### src/rif_consts.svh
// Purpose: offsets, field positions, reset values of the radio irq block
// Assumes: 10-bit register address, 8-bit data
// Notes:   included by the top module
`ifndef RIF_CONSTS_SVH
`define RIF_CONSTS_SVH
`define RIF_ADDR_SYS_EN1    10'h3c7
`define RIF_ADDR_PKT_EN1    10'h3c8
`define RIF_ADDR_SYS_EN2    10'h3c9
`define RIF_ADDR_PKT_EN2    10'h3ca
`define RIF_ADDR_SYS_FLAGS  10'h3cb
`define RIF_ADDR_PKT_FLAGS  10'h3cc
`define RIF_ADDR_BATT_TRIP  10'h3e6
`define RIF_SYS_EN_RESET    8'h02
`define RIF_PKT_EN_RESET    8'h00
`define RIF_FLAGS_RESET     8'h00
`define RIF_TRIP_RESET      8'h00
// rail reads full scale until the first real sample: no alert at reset
`define RIF_RAIL_SYNC_RESET 12'hfff
`define RIF_SYS_MASK        8'h3e
`define RIF_PKT_MASK        8'h1f
`define RIF_TRIP_MASK       8'h1f
`define RIF_BIT_BATT        5
`define RIF_BIT_CCA         0
// trip level in millivolts: base plus step times code
`define RIF_TRIP_BASE_MV    12'd1700
`define RIF_TRIP_STEP_MV    12'd62
`endif

### src/rif_pkg.sv
// Purpose: types of the radio irq block
// Assumes: rif_consts.svh holds the numbers
// Notes:   event bundles travel as packed structs
package rif_pkg;
  typedef struct packed {
    logic battAlert;
    logic powerOnReset;
    logic controllerAcceptsCommandEvent;
    logic timerTimeout;
    logic chipReady;
  } rif_sys_ev_s;
  typedef struct packed {
    logic txPktSent;
    logic rxPktStored;
    logic txDelimSent;
    logic rxDelimSeen;
    logic ccaComplete;
  } rif_pkt_ev_s;
  typedef struct packed {
    logic       wrEn;
    logic [9:0] addr;
    logic [7:0] wdata;
  } rif_wr_s;
endpackage

### src/rif_irq_flags.sv
// Purpose: event flags, enables, second irq output, battery monitor
// Assumes: events and register writes come from same-clock logic
// Notes:   battery rail is a 12-bit millivolt code from an asynchronous adc
`timescale 1ns/1ps
`include "rif_consts.svh"
module rif_irq_flags
(
  // clock and reset
  input  wire logic               clk,
  input  wire logic               reset,
  // register access
  input  wire rif_pkg::rif_wr_s   regWr,
  input  wire logic [9:0]         rdAddr,
  output logic [7:0]              rdData_r,
  // event sources
  input  wire rif_pkg::rif_sys_ev_s sysEv,
  input  wire rif_pkg::rif_pkt_ev_s pktEv,
  input  wire logic               ccaResultValid,
  input  wire logic [11:0]        batterySupplyRail,
  // outputs, and the cca result input
  output logic                    irqOut1_r,
  output logic                    irqOut2_r,
  output logic                    ccaResult_r,
  input  wire logic               ccaResultIn
);
  import rif_pkg::*;

  logic [7:0]  sysEn1_r;
  logic [7:0]  pktEn1_r;
  logic [7:0]  sysEn2_r;
  logic [7:0]  pktEn2_r;
  logic [7:0]  sysFlags_r;
  logic [7:0]  pktFlags_r;
  logic [7:0]  battTrip_r;
  logic [11:0] railSync1_r;
  logic [11:0] railSync2_r;
  logic        battLow_r;
  logic        battLowPrev_r;
  logic        ccaPending_r;
  logic [7:0]  sysSet;
  logic [7:0]  pktSet;
  logic [11:0] tripMv;
  logic        battEdge;
  logic        ccaFire;

  function automatic logic wrHit(input rif_wr_s w, input logic [9:0] a);
    wrHit = w.wrEn && (w.addr == a);
  endfunction

  // ----------------------------------------------------------------
  // battery monitor
  // ----------------------------------------------------------------
  assign tripMv = `RIF_TRIP_BASE_MV
                + 12'(`RIF_TRIP_STEP_MV * {7'h00, battTrip_r[4:0]});

  always_ff @(posedge clk or posedge reset)
  begin
    if (reset)
    begin
      railSync1_r <= `RIF_RAIL_SYNC_RESET;
      railSync2_r <= `RIF_RAIL_SYNC_RESET;
    end
    else
    begin
      railSync1_r <= batterySupplyRail;
      railSync2_r <= railSync1_r;
    end
  end

  // a sampled multi-bit code may tear; level compare is re-evaluated
  always_ff @(posedge clk or posedge reset)
  begin
    if (reset)
    begin
      battLow_r     <= 1'b0;
      battLowPrev_r <= 1'b0;
    end
    else
    begin
      battLow_r     <= railSync2_r < tripMv;
      battLowPrev_r <= battLow_r;
    end
  end
  assign battEdge = battLow_r && !battLowPrev_r;

  // ----------------------------------------------------------------
  // cca completion waits for valid result
  // ----------------------------------------------------------------
  always_ff @(posedge clk or posedge reset)
  begin
    if (reset)
    begin
      ccaPending_r <= 1'b0;
      ccaResult_r  <= 1'b0;
    end
    else
    begin
      if (ccaFire)
        ccaPending_r <= 1'b0;
      else if (pktEv.ccaComplete)
        ccaPending_r <= 1'b1;
      if (ccaResultValid)
        ccaResult_r <= ccaResultIn;
    end
  end
  assign ccaFire = (pktEv.ccaComplete || ccaPending_r)
                 && ccaResultValid;

  // ----------------------------------------------------------------
  // flags: set wins over write-one-to-clear
  // ----------------------------------------------------------------
  assign sysSet = {2'b00, sysEv.battAlert || battEdge, sysEv.powerOnReset,
                   sysEv.controllerAcceptsCommandEvent, sysEv.timerTimeout,
                   sysEv.chipReady, 1'b0};
  assign pktSet = {3'b000, pktEv.txPktSent, pktEv.rxPktStored,
                   pktEv.txDelimSent, pktEv.rxDelimSeen, ccaFire};

  always_ff @(posedge clk or posedge reset)
  begin
    if (reset)
      sysFlags_r <= `RIF_FLAGS_RESET;
    else if (wrHit(regWr, `RIF_ADDR_SYS_FLAGS))
      sysFlags_r <= ((sysFlags_r & ~regWr.wdata) | sysSet)
                    & `RIF_SYS_MASK;
    else
      sysFlags_r <= (sysFlags_r | sysSet) & `RIF_SYS_MASK;
  end

  always_ff @(posedge clk or posedge reset)
  begin
    if (reset)
      pktFlags_r <= `RIF_FLAGS_RESET;
    else if (wrHit(regWr, `RIF_ADDR_PKT_FLAGS))
      pktFlags_r <= ((pktFlags_r & ~regWr.wdata) | pktSet)
                    & `RIF_PKT_MASK;
    else
      pktFlags_r <= (pktFlags_r | pktSet) & `RIF_PKT_MASK;
  end

  // ----------------------------------------------------------------
  // enable and threshold registers
  // ----------------------------------------------------------------
  always_ff @(posedge clk or posedge reset)
  begin
    if (reset)
    begin
      sysEn1_r   <= `RIF_SYS_EN_RESET;
      pktEn1_r   <= `RIF_PKT_EN_RESET;
      sysEn2_r   <= `RIF_SYS_EN_RESET;
      pktEn2_r   <= `RIF_PKT_EN_RESET;
      battTrip_r <= `RIF_TRIP_RESET;
    end
    else
    begin
      if (wrHit(regWr, `RIF_ADDR_SYS_EN1))
        sysEn1_r <= regWr.wdata & `RIF_SYS_MASK;
      if (wrHit(regWr, `RIF_ADDR_PKT_EN1))
        pktEn1_r <= regWr.wdata & `RIF_PKT_MASK;
      if (wrHit(regWr, `RIF_ADDR_SYS_EN2))
        sysEn2_r <= regWr.wdata & `RIF_SYS_MASK;
      if (wrHit(regWr, `RIF_ADDR_PKT_EN2))
        pktEn2_r <= regWr.wdata & `RIF_PKT_MASK;
      if (wrHit(regWr, `RIF_ADDR_BATT_TRIP))
        battTrip_r <= regWr.wdata & `RIF_TRIP_MASK;
    end
  end

  // ----------------------------------------------------------------
  // interrupt outputs and readback
  // ----------------------------------------------------------------
  always_ff @(posedge clk or posedge reset)
  begin
    if (reset)
    begin
      irqOut1_r <= 1'b0;
      irqOut2_r <= 1'b0;
    end
    else
    begin
      irqOut1_r <= |(sysFlags_r & sysEn1_r) || |(pktFlags_r & pktEn1_r);
      irqOut2_r <= |(sysFlags_r & sysEn2_r)
                || |(pktFlags_r & pktEn2_r);
    end
  end

  always_ff @(posedge clk or posedge reset)
  begin
    if (reset)
      rdData_r <= 8'h00;
    else if (rdAddr == `RIF_ADDR_SYS_EN1)
      rdData_r <= sysEn1_r;
    else if (rdAddr == `RIF_ADDR_PKT_EN1)
      rdData_r <= pktEn1_r;
    else if (rdAddr == `RIF_ADDR_SYS_EN2)
      rdData_r <= sysEn2_r;
    else if (rdAddr == `RIF_ADDR_PKT_EN2)
      rdData_r <= pktEn2_r;
    else if (rdAddr == `RIF_ADDR_SYS_FLAGS)
      rdData_r <= sysFlags_r;
    else if (rdAddr == `RIF_ADDR_PKT_FLAGS)
      rdData_r <= pktFlags_r;
    else if (rdAddr == `RIF_ADDR_BATT_TRIP)
      rdData_r <= battTrip_r;
    else
      rdData_r <= 8'h00;
  end

  // ----------------------------------------------------------------
  // assertions
  // ----------------------------------------------------------------
  sys_flag_set_a: assert property (@(posedge clk) disable iff (reset)
    sysEv.timerTimeout |=> sysFlags_r[2])
    else $error("timer event not latched");
  pkt_flag_set_a: assert property (@(posedge clk) disable iff (reset)
    pktEv.txPktSent |=> pktFlags_r[4])
    else $error("tx done not latched");
  cca_needs_valid_a: assert property (@(posedge clk) disable iff (reset)
    $rose(pktFlags_r[0]) |-> $past(ccaResultValid))
    else $error("cca flag rose without valid result");
  batt_alert_a: assert property (@(posedge clk) disable iff (reset)
    battEdge |=> sysFlags_r[`RIF_BIT_BATT])
    else $error("battery low not flagged");
  batt_cmp_a: assert property (@(posedge clk) disable iff (reset)
    (railSync2_r < tripMv) |=> battLow_r)
    else $error("battery compare wrong");
  en_reset_a: assert property (@(posedge clk) disable iff (reset)
    $fell(reset) |-> sysEn2_r == `RIF_SYS_EN_RESET)
    else $error("enable reset value wrong");
  irq2_on_a: assert property (@(posedge clk) disable iff (reset)
    (|(pktFlags_r & pktEn2_r)) |=> irqOut2_r)
    else $error("irq2 not raised");
  irq2_off_a: assert property (@(posedge clk) disable iff (reset)
    !(|(sysFlags_r & sysEn2_r)) && !(|(pktFlags_r & pktEn2_r))
    |=> !irqOut2_r)
    else $error("irq2 raised without cause");
  clear_w1c_a: assert property (@(posedge clk) disable iff (reset)
    wrHit(regWr, `RIF_ADDR_PKT_FLAGS) && regWr.wdata[4] && !pktEv.txPktSent
    |=> !pktFlags_r[4])
    else $error("flag not cleared");
  irq2_cov_c: cover property (@(posedge clk) $rose(irqOut2_r));
  batt_cov_c: cover property (@(posedge clk) battEdge);
  cca_wait_c: cover property (@(posedge clk)
    ccaPending_r && ccaResultValid);
endmodule

### config.mk
export PLATFORM = sky130hd
export DESIGN_NAME = rif_irq_flags
export DESIGN_NICKNAME = d
export VERILOG_FILES = /design/src/rif_pkg.sv /design/src/rif_irq_flags.sv
export VERILOG_INCLUDE_DIRS = /design/src
export SDC_FILE = /design/constraint.sdc
export NUM_CORES = 1
export LEC_CHECK = 0
export ABC_AREA = 0
export BUFFER_PORTS_ARGS = -buffer_cell sky130_fd_sc_hd__buf_4
export CAP_MARGIN = 25
export CORE_UTILIZATION = 50
export CTS_BUF_LIST = sky130_fd_sc_hd__clkbuf_4 sky130_fd_sc_hd__clkbuf_8
export DETAILED_ROUTE_END_ITERATION = 7
export GPL_ROUTABILITY_DRIVEN = 1
export MAX_ROUTING_LAYER = met4
export PLACE_DENSITY_LB_ADDON = 0.2
export REMOVE_ABC_BUFFERS = 1
export SLEW_MARGIN = 10
export SYNTH_ARGS = -nofsm -noshare
export SYNTH_HDL_FRONTEND = slang
export SYNTH_SLANG_ARGS = --single-unit
### constraint.sdc
create_clock -name clk -period 8.6 [get_ports clk]
set_input_delay 1.29 -clock clk [delete_from_list [all_inputs] [get_ports clk]]
set_output_delay 1.29 -clock clk [all_outputs]
set_load 0.02 [all_outputs]
==> results.yml <==
setup_path:
  crit_type: "flip-flop to flip-flop"
  worstPathArrival_ns: 5.22
  crit_chain: "fa_1 > inv_1 > fa_1 > fa_1 > inv_1 > ha_1 > a211o_2 > a31o_2 > a21oi_1 > xnor2_1 > and3b_1 > ha_1 > a21oi_1 > nand2_1 > o31ai_1"
  end_kind: "flip-flop"
  cp_max_fo: 8
  cp_slowest_cell: "fa_1"
  cp_slowest_stage_delay_ns: 0.64
  cp_num_buf_inv: 2
  path_common_cell: "fa_1"
  cpLargestDelayFamily: "adder cells"
  critPathLaunchType: "flip-flop"
  crit_required_ns: 8.80
floorplanning:
  io_pins: 66
  die_h_um: 90.3
  die-area_um2: 8160
  die_w_um: 90.3
  rows: 31
  start_util: 0.526
  core_um2: 7410
clock_tree:
  cts_hold_buf: 0
  cts_max_path_buffers: 2
  clock-sinks: 69
  clk_pin_slew_worst_paths_ns: 0.07
  cts-resized-gates: 0
  cts_tree: "built"
  htreeDepth: 3
  clock_latency_ns: 0.35
  cts_buffers: 9
  postCtsSetupRepairBufs: 0
  cts_root_buf: "clkbuf_8"
detailed_routing:
  drc: 0
  firstDrtPassIters: 6
  wl_mm: 8.21
  vias: 2899
  wl_per_cell_um: 15.8
  ant_nets: 0
  viasPerCell: 5.56
  drt_iter0_drc: 224
pwr:
  ir_drop_v: 0.000104
  p_leak_uw: 0.00212
  power.density_nw_per_um2: 175
logic_synthesis:
  yosysTopAreaCellShare: 0.289
  synth_common_cells: "dfrtp_1 (45), nand2_1 (33), ha_1 (31)"
  synth_most_common_cell: "dfrtp_1"
  ys.flop_type: "dfrtp_1"
  synth.distinct_cells: 57
  syn-cell-area_um2: 3900
  synth.avg_cell_area_um2: 11.0
  seq_area_frac_synth: 0.450
  ys_seq_elements: 69
  async_flop_share: 1.00
  ys_warn_count: 0
  synthTopCellsByArea: "dfrtp_1 (29%), dfstp_2 (16%), ha_1 (9.9%)"
  synth_edf_count: 0
  synth_cells: 353
  yosys.area.top_type: "dfrtp_1"
worst_hold_path:
  hold_path_class: "flip-flop to flip-flop"
placement:
  dpl.hpwl_mm: 6.30
  port_buffers: 60
  dp_cells: 505
  gp_congestion: 0.840
global_routing:
  grtUsageTotal: 0.221
  grt_max_degree: 70
  grt_pass1_vias: 2842
  gr-total-overflow: 0
  antenna_found_initial: 0
  grt_pass1_wl_mm: 13.7
sta:
  finalHoldViolCount: 0
  skew_ns: 0.0150
  maxSlewViolCount: 0
  period_needed_ns: 5.02
  rsz0062_at_grt: "no"
  fmax_mhz: 199
  setup_viol: 0
  slew_headroom: 0.435
  worst_slew_pin_slew_ns: 0.847
  min_period_over_period: 0.584
  fin_tns_setup_ns: 0
layout:
  final_cell_count_no_fill: 521
  nNetsFinal: 511
  n_antenna_cell: 0
  finish.utilization: 0.623
  area_delta_synth_final_pct: 18.4
  drive_above_1_share: 0.329
outcome:
  outcome: "completed"
run:
  drv_cap: 0
per-layer routing:
metal | wire (um) | GRT usage
met4 | 120 | 0.0806
met5 | 0 | -
met1 | 3810 | 0.281
met2 | 3990 | 0.351
met3 | 291 | 0.0471
placed cells by master, fill, tap and decap left out, types with 3 or more instances in the layout:
cell type / count
nand4_1: 4
a22oi_1: 8
a21o_1: 10
and3_1: 3
xor2_1: 3
clkbuf_8: 10
o21ai_0: 18
mux2_2: 23
a221oi_1: 4
mux2i_1: 5
nor2_1: 19
fa_1: 8
a211oi_1: 3
a21oi_1: 11
a22o_1: 3
nor3_1: 6
inv_1: 25
nand2_1: 33
dfrtp_1: 45
buf_4: 61
nand3_1: 4
xnor2_1: 8
ha_1: 31
dfstp_2: 24
flip-flops by register name, indices dropped and copies added (netlist names), 5 cells and up:
| register | count |
|---|---|
| sysEn1_r | 5 |
| sysEn2_r | 5 |
| pktEn2_r | 5 |
| pktFlags_r | 5 |
| sysFlags_r | 5 |
| rdData_r | 6 |
| railSync1_r | 11 |
| railSync2_r | 11 |
| pktEn1_r | 5 |
| battTrip_r | 5 |
per-stage QoR:
| stage | power (uW) | hold WS (ns) | instance area [um^2] | setup WS, ns |
|---|---|---|---|---|
| finish | 809 | 0.356 | 4620 | 3.58 |
| global route | 858 | 0.361 | 4620 | 3.25 |
| CTS | 818 | 0.357 | 4620 | 3.54 |
| detailed placement | 574 | 0.347 | 4440 | 3.60 |
| global placement | 565 | 0.347 | 4440 | 3.68 |
| floorplan | 511 | 0.345 | 3850 | 4.12 |
worst paths after layout:
check | slack, ns | cells after the start | end | startpoint
max | 3.58 | 15 | battLow_r | battTrip_r[2]
min | 0.36 | 0 | railSync2_r[7] | railSync1_r[7]
max reg2reg | 3.58 | 15 | battLow_r | battTrip_r[2]
min reg2reg | 0.36 | 0 | railSync2_r[7] | railSync1_r[7]
max in group asynchronous | 6.86 | 3 | rdData_r[1] | reset
min in group asynchronous | 1.20 | 3 | battLow_r | reset
logic make-up (layout without fill, tap and decap cells):
kind of cell | after synthesis | in the layout | synth area share
AO/OA/AOI/OAI | 83 | 83 | 0.150
XOR/XNOR | 12 | 12 | 0.0289
adder cells (fa/ha/maj) | 39 | 39 | 0.141
multiplexers | 28 | 28 | 0.0792
buffers and inverters | 35 | 103 | 0.0379
flip-flops | 69 | 69 | 0.450
other | 1 | 2 | 0.000962
AND/OR/NAND/NOR | 86 | 86 | 0.112
report_power, final:
| part | internal [uW] | total, uW | switching [uW] |
|---|---|---|---|
| combinational | 103 | 221 | 118 |
| clock | 116 | 243 | 127 |
| sequential | 340 | 346 | 5.64 |
area by class of cell:
type | count | area [um^2]
timing repair buffer | 61 | 458
fill | 628 | 2790
clock buffer | 11 | 145
clock inverter | 5 | 37.5
inverter | 26 | 97.6
tap | 99 | 124
multi-input combinational | 250 | 2000
sequential | 69 | 1760
Power figures use the tool's default switching activity.
